==> src/pmbi_map.svh <==
// Purpose: constants for the PCI master bus interface unit
// Assumes: included by bare name
// Notes: offsets are word byte addresses on the Wishbone slave
`ifndef PMBI_MAP_SVH
`define PMBI_MAP_SVH
// Register offsets
`define PMBI_OFF_BURST_CTRL 8'h00
`define PMBI_OFF_CTRL 8'h04
`define PMBI_OFF_CMD_REG 8'h08
`define PMBI_OFF_STATUS 8'h0C
`define PMBI_OFF_ADDR 8'h10
`define PMBI_OFF_WDATA 8'h14
`define PMBI_OFF_RDATA 8'h18
`define PMBI_OFF_XFER 8'h1C
// Field positions
`define PMBI_BIT_BREAD_EN 6
`define PMBI_BIT_EXT_REQ 8
`define PMBI_BIT_RD_CMD_SEL 9
`define PMBI_BIT_HALT 2
`define PMBI_BIT_SUSPEND 0
`define PMBI_BIT_ADDRESS_STEPPING_FLAG 7
`define PMBI_BIT_SW_RESET 31
// Reset values
`define PMBI_RST_BURST_CTRL 32'h0000_0000
// PCI command codes and data phase byte enables
`define PMBI_CMD_MEM_RD 4'h6
`define PMBI_CMD_MEM_WR 4'h7
`define PMBI_CMD_MEM_RD_MULT 4'hC
`define PMBI_CMD_MEM_RD_LINE 4'hE
`define PMBI_BE_ALL_N 4'h0
`endif

==> src/pmbi_pkg.sv <==
// Purpose: types for the PCI master bus interface unit
// Assumes: nothing
// Notes: state and target kinds
package pmbi_pkg;
    typedef enum logic [1:0] {
        PMBI_TGT_INIT,
        PMBI_TGT_DESC,
        PMBI_TGT_TXBUF,
        PMBI_TGT_RXBUF
    } pmbi_target_t;
    typedef enum logic [2:0] {
        PMBI_ST_IDLE,
        PMBI_ST_REQ,
        PMBI_ST_ADDR,
        PMBI_ST_DATA,
        PMBI_ST_TURN
    } pmbi_state_t;
endpackage : pmbi_pkg

==> src/pmbi_master.sv <==
// Purpose: PCI bus master side: arbitration, command choice, single data phase cycles and multi-phase TX buffer burst reads
// Assumes: Wishbone classic slave for control; all PCI pins sampled through two flops
// Notes: burst is modelled as one transaction per ownership with a programmed length
//
// The register addresses and register access over Wishbone are this design's own decisions.
`timescale 1ns/10ps
`include "pmbi_map.svh"
module pmbi_master
    import pmbi_pkg::*;
(
    // Clock and reset
    input wire logic clk_i,
    input wire logic rst_i,
    // Wishbone slave
    input wire logic cyc_i,
    input wire logic stb_i,
    input wire logic we_i,
    input wire logic [7:0] adr_i,
    input wire logic [3:0] sel_i,
    input wire logic [31:0] dat_i,
    output logic [31:0] dat_o,
    output logic ack_o,
    // PCI arbitration
    output logic req_n_o,
    input wire logic gnt_n_i,
    // PCI control, output enable low while driving
    input wire logic frame_n_i,
    output logic frame_n_o,
    output logic frame_oe_n_o,
    input wire logic irdy_n_i,
    output logic irdy_n_o,
    output logic irdy_oe_n_o,
    input wire logic trdy_n_i,
    input wire logic devsel_n_i,
    // PCI address/data
    input wire logic [31:0] ad_i,
    output logic [31:0] ad_o,
    output logic ad_oe_n_o,
    output logic [3:0] cbe_n_o,
    output logic cbe_oe_n_o,
    output logic par_o,
    output logic par_oe_n_o,
    // Status
    output logic busy_o
);
    // ------------------------------------------------------------
    // Functions
    // ------------------------------------------------------------
    function automatic logic even_par(input logic [31:0] d, input logic [3:0] c);
        even_par = ^{d, c};
    endfunction : even_par

    // ------------------------------------------------------------
    // Pin synchronisers
    // ------------------------------------------------------------
    logic [4:0] pin_s1;
    logic [4:0] pin_s2;
    logic [31:0] ad_s1;
    logic [31:0] ad_s2;
    always_ff @(posedge clk_i) begin
        pin_s1 <= {gnt_n_i, frame_n_i, irdy_n_i, trdy_n_i, devsel_n_i};
        pin_s2 <= pin_s1;
        ad_s1 <= ad_i;
        ad_s2 <= ad_s1;
    end
    wire gnt = ~pin_s2[4];
    wire bus_idle = pin_s2[3] & pin_s2[2];
    wire trdy = ~pin_s2[1];
    wire devsel = ~pin_s2[0];

    // ------------------------------------------------------------
    // Registers
    // ------------------------------------------------------------
    logic [31:0] bus_burst_control_register;
    logic [2:0] controller_status_register;
    logic suspend_request_bit;
    logic [31:0] xfer_addr;
    logic [31:0] xfer_wdata;
    logic [31:0] xfer_rdata;
    logic [3:0] xfer_be;
    logic [1:0] xfer_tgt;
    logic xfer_write;
    logic [7:0] xfer_count;
    logic sw_reset;
    logic go;
    logic no_devsel;
    logic [7:0] done_count;
    pmbi_state_t state;
    pmbi_state_t next_state;

    wire burst_read_enable = bus_burst_control_register[`PMBI_BIT_BREAD_EN];
    wire extended_request_hold = bus_burst_control_register[`PMBI_BIT_EXT_REQ];
    wire burst_read_command_select = bus_burst_control_register[`PMBI_BIT_RD_CMD_SEL];
    wire any_reset = rst_i | sw_reset;
    wire bus_acc = cyc_i & stb_i & ~ack_o;
    wire wr_acc = bus_acc & we_i;
    wire hit_bc = adr_i == `PMBI_OFF_BURST_CTRL;
    wire hit_ctrl = adr_i == `PMBI_OFF_CTRL;
    wire hit_addr = adr_i == `PMBI_OFF_ADDR;
    wire hit_wdata = adr_i == `PMBI_OFF_WDATA;
    wire hit_xfer = adr_i == `PMBI_OFF_XFER;
    wire start_req = wr_acc & hit_xfer & sel_i[0] & (state == PMBI_ST_IDLE);
    wire [31:0] cmd_reg_rd = 32'h0000_0004; // Bus master enable; stepping bit fixed 0

    // Burst is a multi-phase read only when enabled and aimed at TX buffer
    wire is_burst = ~xfer_write & burst_read_enable & (xfer_tgt == 2'(PMBI_TGT_TXBUF));
    wire last_phase = (done_count + 8'h01) >= xfer_count;

    // Command choice
    wire [3:0] rd_cmd = ~is_burst ? `PMBI_CMD_MEM_RD :
        (burst_read_command_select ? `PMBI_CMD_MEM_RD_MULT : `PMBI_CMD_MEM_RD_LINE);
    wire [3:0] cmd = xfer_write ? `PMBI_CMD_MEM_WR : rd_cmd;
    wire [3:0] data_be_n = xfer_write ? ~xfer_be : `PMBI_BE_ALL_N;

    // ------------------------------------------------------------
    // Wishbone slave
    // ------------------------------------------------------------
    logic [31:0] rd_mux;
    always_comb begin
        unique case (adr_i)
            `PMBI_OFF_BURST_CTRL: rd_mux = bus_burst_control_register;
            `PMBI_OFF_CTRL: rd_mux = {29'h0, controller_status_register[2], 1'b0,
                                      suspend_request_bit};
            `PMBI_OFF_CMD_REG: rd_mux = cmd_reg_rd;
            `PMBI_OFF_STATUS: rd_mux = {21'h0, no_devsel, 2'(state == PMBI_ST_IDLE), done_count};
            `PMBI_OFF_ADDR: rd_mux = xfer_addr;
            `PMBI_OFF_WDATA: rd_mux = xfer_wdata;
            `PMBI_OFF_RDATA: rd_mux = xfer_rdata;
            `PMBI_OFF_XFER: rd_mux = {16'h0, xfer_count, xfer_be, xfer_write, 1'b0, xfer_tgt};
            default: rd_mux = 32'h0000_0000;
        endcase
    end

    always_ff @(posedge clk_i) begin
        if (rst_i) begin
            ack_o <= 1'b0;
            dat_o <= 32'h0000_0000;
        end else begin
            ack_o <= bus_acc;
            dat_o <= bus_acc ? rd_mux : 32'h0000_0000;
        end
    end

    always_ff @(posedge clk_i) begin
        if (rst_i) begin
            bus_burst_control_register <= `PMBI_RST_BURST_CTRL;
            controller_status_register <= 3'h0;
            suspend_request_bit <= 1'b0;
            sw_reset <= 1'b0;
            xfer_addr <= 32'h0000_0000;
            xfer_wdata <= 32'h0000_0000;
            xfer_be <= 4'h0;
            xfer_tgt <= 2'h0;
            xfer_write <= 1'b0;
            xfer_count <= 8'h01;
            go <= 1'b0;
        end else begin
            sw_reset <= wr_acc & hit_ctrl & dat_i[`PMBI_BIT_SW_RESET];
            go <= start_req;
            if (wr_acc & hit_bc) begin
                bus_burst_control_register <= dat_i & 32'h0000_0340;
            end
            if (wr_acc & hit_ctrl) begin
                controller_status_register[2] <= dat_i[`PMBI_BIT_HALT];
                suspend_request_bit <= dat_i[`PMBI_BIT_SUSPEND];
            end
            if (wr_acc & hit_addr) begin
                xfer_addr <= {dat_i[31:2], 2'b00};
            end
            if (wr_acc & hit_wdata) begin
                xfer_wdata <= dat_i;
            end
            if (start_req) begin
                xfer_tgt <= dat_i[1:0];
                xfer_write <= dat_i[3];
                xfer_be <= dat_i[7:4];
                xfer_count <= (dat_i[15:8] == 8'h00) ? 8'h01 : dat_i[15:8];
            end
        end
    end

    // ------------------------------------------------------------
    // Bus master sequencer
    // ------------------------------------------------------------
    always_comb begin
        next_state = state;
        unique case (state)
            PMBI_ST_IDLE: if (go) next_state = PMBI_ST_REQ;
            PMBI_ST_REQ: if (gnt & bus_idle) next_state = PMBI_ST_ADDR;
            PMBI_ST_ADDR: next_state = PMBI_ST_DATA;
            PMBI_ST_DATA: begin
                if (trdy & (is_burst ? last_phase : 1'b1)) begin
                    next_state = PMBI_ST_TURN;
                end
            end
            PMBI_ST_TURN: begin
                // Counter already holds the finished phase here
                if ((done_count >= xfer_count) | is_burst) begin
                    next_state = PMBI_ST_IDLE;
                end else if (gnt & bus_idle) begin
                    // Own IRDY and a stale TRDY must leave the synchronisers first
                    next_state = PMBI_ST_ADDR;
                end else begin
                    next_state = PMBI_ST_REQ;
                end
            end
        endcase
    end

    // REQ drop points
    wire entering_addr = next_state == PMBI_ST_ADDR;
    wire last_nb_frame = ~is_burst & last_phase & entering_addr;
    wire burst_frame_drop = is_burst & ~extended_request_hold & entering_addr;
    wire burst_last_start = is_burst & extended_request_hold & (state == PMBI_ST_DATA)
        & ((done_count + 8'h02) >= xfer_count) & trdy;
    wire next_req = (state == PMBI_ST_REQ) | ((state != PMBI_ST_IDLE) & ~req_n_o);

    always_ff @(posedge clk_i) begin
        if (any_reset) begin
            state <= PMBI_ST_IDLE;
            req_n_o <= 1'b1;
            frame_n_o <= 1'b1;
            frame_oe_n_o <= 1'b1;
            irdy_n_o <= 1'b1;
            irdy_oe_n_o <= 1'b1;
            ad_o <= 32'h0000_0000;
            ad_oe_n_o <= 1'b1;
            cbe_n_o <= 4'hF;
            cbe_oe_n_o <= 1'b1;
            par_o <= 1'b0;
            par_oe_n_o <= 1'b1;
            done_count <= 8'h00;
            xfer_rdata <= 32'h0000_0000;
            no_devsel <= 1'b0;
            busy_o <= 1'b0;
        end else begin
            state <= next_state;
            busy_o <= next_state != PMBI_ST_IDLE;
            // Halt and suspend bits are deliberately not terms here
            if (next_state == PMBI_ST_REQ && state != PMBI_ST_REQ) begin
                req_n_o <= 1'b0;
            end else if (last_nb_frame | burst_frame_drop | burst_last_start) begin
                req_n_o <= 1'b1;
            end else if (next_state == PMBI_ST_IDLE) begin
                req_n_o <= 1'b1;
            end else begin
                req_n_o <= ~next_req;
            end
            // Parity follows the phase it covers by one clock
            par_o <= even_par(ad_o, cbe_n_o);
            par_oe_n_o <= ad_oe_n_o;
            if (entering_addr) begin
                frame_n_o <= 1'b0;
                frame_oe_n_o <= 1'b0;
                ad_o <= xfer_addr + {22'h0, done_count, 2'b00};
                ad_oe_n_o <= 1'b0;
                cbe_n_o <= cmd;
                cbe_oe_n_o <= 1'b0;
                irdy_oe_n_o <= 1'b0;
                irdy_n_o <= 1'b1;
            end else if (state == PMBI_ST_ADDR) begin
                irdy_n_o <= 1'b0;
                cbe_n_o <= data_be_n;
                ad_o <= xfer_wdata;
                ad_oe_n_o <= ~xfer_write;
                if (~is_burst | last_phase) begin
                    frame_n_o <= 1'b1;
                end
            end else if (state == PMBI_ST_DATA) begin
                if (trdy) begin
                    done_count <= done_count + 8'h01;
                    xfer_rdata <= ad_s2;
                    no_devsel <= ~devsel;
                    if (is_burst & ((done_count + 8'h02) >= xfer_count)) begin
                        frame_n_o <= 1'b1;
                    end
                    if (next_state == PMBI_ST_TURN) begin
                        irdy_n_o <= 1'b1;
                        ad_oe_n_o <= 1'b1;
                        cbe_oe_n_o <= 1'b1;
                    end
                end
            end else begin
                frame_oe_n_o <= 1'b1;
                irdy_oe_n_o <= 1'b1;
                if (state == PMBI_ST_IDLE && go) begin
                    done_count <= 8'h00;
                end
            end
        end
    end
endmodule : pmbi_master

==> config.mk <==
export PLATFORM = sky130hd
export DESIGN_NAME = pmbi_master
export DESIGN_NICKNAME = d
export VERILOG_FILES = /design/src/pmbi_pkg.sv /design/src/pmbi_master.sv
export VERILOG_INCLUDE_DIRS = /design/src /design/src/src
export SDC_FILE = /design/constraint.sdc
export NUM_CORES = 1
export LEC_CHECK = 0
export ABC_AREA = 1
export ABC_CLOCK_PERIOD_IN_PS = 3000
export BUFFER_PORTS_ARGS = -buffer_cell sky130_fd_sc_hd__buf_2
export CAP_MARGIN = 5
export CORE_ASPECT_RATIO = 1.2
export CORE_MARGIN = 8
export CORE_UTILIZATION = 57
export CTS_CLUSTER_SIZE = 14
export DETAILED_ROUTE_END_ITERATION = 7
export PLACE_DENSITY = 0.75
export SYNTH_ARGS = -nofsm -noshare
export SYNTH_HDL_FRONTEND = slang
export SYNTH_SLANG_ARGS = --single-unit
==> constraint.sdc <==
create_clock -name clk_i -period 3 [get_ports clk_i]
set_clock_uncertainty 0.2 [all_clocks]
set_input_delay 0.6 -clock clk_i [delete_from_list [all_inputs] [get_ports clk_i]]
set_output_delay 0.6 -clock clk_i [all_outputs]
set_load 0.005 [all_outputs]
Word level (Yosys, flattened, before mapping). Index checks and enable logic that the tools add are counted.

Muxes and demuxes: 40. Add/subtract/negate cells: 3. Reduce and logical (&&, ||, !) cells: 27. Magnitude comparators: 3. Bitwise logic cells: 44. Equality and inequality tests: 23.

Operator list (number): one-hot mux 32 bit (8 select lines) (1); 2-to-1 mux 32 bit (2); parity 36 bit (1); adder 32 x 10 -> 32 bit (1); equality test 8 x 5 -> 1 bit, second input constant (4); 2-to-1 mux 8 bit (4); bitwise AND 1 bit (26); greater-or-equal comparator 8 bit (3); 2-to-1 mux 1 bit (21); 2-to-1 mux 4 bit (5); equality test 8 x 4 -> 1 bit, second input constant (2); logical NOT 8 bit (2); AND reduction 4 bit (4); one-hot mux 3 bit (5 select lines) (1); nonzero test 3 bit (5); nonzero test 2 bit (6); NOT 1 bit (11); equality test 3 x 2 -> 1 bit, second input constant (3); 2-to-1 mux 3 bit (3); adder 8 x 1 -> 8 bit, second input constant (1); adder 8 x 2 -> 8 bit, second input constant (1); equality test 8 x 3 -> 1 bit, second input constant (1); equality test 3 x 1 -> 1 bit, second input constant (2); equality test 3 bit, second input constant (2); other kinds (13) (28).

Output and inout bits: 79. Bits in registers: 280.

Depth between registers and ports, before layout.
Depth after elaboration: 13. Mapped depth: 20. Depth with buffers taken out: 20.

Worst setup path after synthesis. No wires, ideal clock.

Path type: register to register. Start point: reg done_count[2]. End point: reg req_n_o. Data arrival time: 2424 ps. Clock period less this slack: 2751 ps. Data required time: 2673 ps. Path buffers: 0. Cell stages (with the launch flop): 19. Slack: 249 ps. Path through: dfxtp_1 ha_1 nand2_1 nor3_1 xor2_1 nand2_1 o21ai_1 ha_1 a21oi_1 o21a_1 nand3_1 nand2_1 nand3_1 nand3_1 nor2_1 nand3_1 nand3_1 nand2_1 nand2_1.

Cells in the longest elaborated chain, start to end: 12.

RTL lines: start, declared (RTL line pmbi_master.sv:87) `logic [7:0] done_count;`; start signal, assigned (RTL line pmbi_master.sv:271) `done_count <= done_count + 8'h01;`; adder 8 x 1 -> 8 bit (RTL line pmbi_master.sv:107) `wire last_phase = (done_count + 8'h01) >= xfer_count;`; greater-or-equal comparator 8 bit (RTL line pmbi_master.sv:107); 2-to-1 mux 1 bit (RTL line pmbi_master.sv:192) `if (trdy & (is_burst ? last_phase : 1'b1)) begin`; bitwise AND 1 bit (RTL line pmbi_master.sv:192); 2-to-1 mux 3 bit (RTL line pmbi_master.sv:192); one-hot mux 3 bit (5 select lines) (RTL line pmbi_master.sv:187) `unique case (state)`; equality test 3 x 2 -> 1 bit (RTL line pmbi_master.sv:211) `wire entering_addr = next_state == PMBI_ST_ADDR;`; bitwise AND 1 bit, on equally long branches (RTL line pmbi_master.sv:212, pmbi_master.sv:213); bitwise OR 1 bit (2 in series) (RTL line pmbi_master.sv:242) `end else if (last_nb_frame | burst_frame_drop | burst_last_start) begin`; 2-to-1 mux 1 bit (RTL line pmbi_master.sv:242); 2-to-1 mux 1 bit * (RTL line pmbi_master.sv:240) `if (next_state == PMBI_ST_REQ && state != PMBI_ST_REQ) begin`; end signal, assigned (RTL line pmbi_master.sv:247) `req_n_o <= ~next_req;`; end, declared (RTL line pmbi_master.sv:24) `output logic req_n_o,`.

Mark *: on every way between the ends. The rest lies on a longest branch, timed or not. A chain may end at the register's enable or synchronous reset.

Worst setup path after layout.
Start point: reg done_count[1]. End point: reg req_n_o.

Same word-level chain as after synthesis.

==> flow_summary.json <==
{
  "min-delay-start": "dat_i[23]",
  "final_core_util": 0.700,
  "drive_gt1_frac": 0.176,
  "grt_max_degree": 83,
  "path_clk_slew_ps": 60,
  "finalWeightedCongestion": 0.928,
  "root_buffer": "clkbuf_16",
  "cp-start-kind": "flop",
  "dr_total_vias": 10800,
  "maxClockFrequency_mhz": 356,
  "rr_worst_depth": 18,
  "drv_cap": 0,
  "grt_pass1_wl_um": 54700,
  "finalWirelength_um": 34500,
  "ant_nets": 0,
  "synth_area_leaders": "dfxtp_1 47%, nand2_1 9.2%, nor2_1 5.6%",
  "grt_pass1_vias": 10400,
  "syn_nets": 1618,
  "fillers": 1738,
  "worstHoldPathCells": 3,
  "nets": 1815,
  "drt_first_pass_iters": 8,
  "synth_top_area_frac": 0.475,
  "period_share": 0.937,
  "diodes": 0,
  "finalHoldViolCount": 0,
  "yosysUniqueCellTypes": 55,
  "synth_area_leader_cell": "dfxtp_1",
  "area_growth_pct": 20.5,
  "worstSetupPathType": "flop to flop",
  "min_period_ps": 2810,
  "cp_max_fo": 3,
  "arrival_ps": 3020,
  "wire_per_inst_um": 17.4,
  "io_pins": 165,
  "vias_per_cell": 5.44,
  "die_w_um": 147,
  "hold_end": "xfer_wdata[23]$_SDFFE_PP0P_",
  "ctsLongestPathBuffers": 3,
  "ys_seq_area_frac": 0.475,
  "run_status": "complete, no violations",
  "cts_tree": "done",
  "hold_class": "input port to flop",
  "synth_edf_count": 0,
  "finalSetupTns_ps": 0,
  "grt.total_usage": 0.262,
  "r2r_start": "done_count[1]$_SDFFE_PP0P_",
  "setup_violations": 0,
  "synth_ff_type": "dfxtp_1",
  "drtIter0Drc": 836,
  "place_ws_ps": 64.1,
  "layout_common_cells": "286 x nand2_1, 278 x dfxtp_1, 172 x nor2_1, 161 x buf_2, 138 x inv_1",
  "layout_setup_ws_ps": 189,
  "cts_sinks": 280,
  "r2r-end": "req_n_o$_SDFF_PP1_",
  "synthArstFlopShare": 0,
  "dieArea_mm2": 0.0256,
  "gr-total-overflow": 0,
  "fin_hold_ws_ps": 101,
  "power_density_mw_per_mm2": 527,
  "antenna_found_initial": 0,
  "synth-seq-cells": 280,
  "place_hpwl_um": 25200,
  "yosysWarnings": 0,
  "syn_inst": 1498,
  "io_buffers": 161,
  "drc_errors": 0,
  "r2r_slack_ps": 190,
  "ir_worst_vdd_v": 0.000612,
  "slew_violations": 0,
  "rows": 57,
  "tightest_slew_ps": 695,
  "avgSynthCellArea_um2": 7.88,
  "clkLatencyLatePin_ps": 540,
  "layout_commonest_cell": "nand2_1",
  "rsz0062_at_grt": "yes",
  "place_area_mm2": 0.0129,
  "core_area_mm2": 0.0203,
  "leakage_nw": 6.41,
  "end_kind": "flop",
  "design_area_mm2": 0.0142,
  "cts_made_buffers": 27,
  "timing.max_slew.rel_slack": 0.537,
  "cts.htree.levels": 1,
  "start_util": 0.581,
  "required_ps": 3210,
  "die_h_um": 174,
  "syn_area_mm2": 0.0118
}
## Yosys cell counts (4+ instances only)
library cell and n:
nand2_1 288, dfxtp_1 280, nor2_1 175, inv_1 138, o21ai_0 129, a21oi_1 95
nand3_1 59, clkbuf_1 35, ha_1 33, xnor2_1 29, xor2_1 29, buf_2 19
nand4_1 19, nor3_1 17, o211ai_1 17, a221oi_1 16, inv_2 16, a31oi_1 15
o21ai_1 12, o22ai_1 8, nand3_2 6, nor2_4 5, buf_6 4, nor4_1 4
o2111ai_1 4, or2_2 4
## critical path, cell delays in order (launching register included)
cell	delay, ps
dfxtp_2	350
ha_4	150
nand2_2	80
nor3_2	190
xor2_1	230
nand2_1	100
o21ai_2	70
ha_1	260
a21oi_1	160
o21a_1	200
nand3_2	110
nand2_1	80
nand3_1	80
nand3_1	100
nor2_1	70
nand3_1	80
nand3_1	70
nand2_1	60
nand2_1	40
## metrics by stage
step           power, mW  cells
3_5_place_dp        4.02   1893
4_1_cts             7.54   1977
2_1_floorplan       3.92   1498
5_1_grt             7.72   1978
3_3_place_gp        4.01   1893
6_report            7.50   1978
## final cells by class
cell class              instances  area [µm²]  share of cell area
multi-input cells            1001        5360               0.377
clock buffers                  37         793              0.0557
well taps                     265         332              0.0233
flip-flops and latches        280        5610               0.394
repair buffers                228        1410              0.0993
clock inverters                10         136             0.00958
inverters                     157         589              0.0414
## worst max-delay path by stage
stage	cells after the start	slack, ps	from	end
2_1_floorplan	18	250	done_count[2]$_SDFFE_PP0P_	req_n_o$_SDFF_PP1_
3_3_place_gp	18	140	done_count[1]$_SDFFE_PP0P_	req_n_o$_SDFF_PP1_
3_5_place_dp	18	60	done_count[1]$_SDFFE_PP0P_	req_n_o$_SDFF_PP1_
4_1_cts	18	50	done_count[1]$_SDFFE_PP0P_	req_n_o$_SDFF_PP1_
5_1_grt	18	-50	done_count[2]$_SDFFE_PP0P_	req_n_o$_SDFF_PP1_
6_report	18	190	done_count[1]$_SDFFE_PP0P_	req_n_o$_SDFF_PP1_
## where the power goes
group / internal [mW] / switching [mW] / total (mW)
Sequential: 3.77 / 0.0138 / 3.79
Combinational: 0.0878 / 0.103 / 0.191
Clock: 2.10 / 1.42 / 3.53
## routing by layer
metal,global-route usage,vias up,wire length [µm]
li1,-,5310,-
met4,0.107,0,1270
met2,0.410,423,15300
met3,0.0467,84,2790
met1,0.350,4934,15100
met5,0,-,0
## flip-flops by register name, indices dropped and copies added, names as in the netlist, 4 cells and up
| signal | flops |
|---|---|
| xfer_addr | 30 |
| xfer_wdata | 32 |
| xfer_count | 8 |
| xfer_rdata | 32 |
| pin_s2 | 5 |
| ad_s2 | 32 |
| cbe_n_o | 4 |
| ad_o | 32 |
| dat_o | 32 |
| done_count | 8 |
| ad_s1 | 32 |
| xfer_be | 4 |
| pin_s1 | 5 |
## repair_timing
action	CTS	global route
buffers inserted	0	0
endpoints found under the hold margin	37	0
hold buffers	37	0
gates resized for setup	0	12
endpoints found under the setup margin	0	33
## kinds of logic after synthesis
family                     share of synthesized area
adders and majority gates                     0.0367
and+or+nand+nor                                0.215
AOI/OAI and AO/OA                              0.155
xor gates and xnor gates                      0.0430
DFF                                            0.475
buffers and inverters                         0.0759
Power figures use the tool's default switching activity.
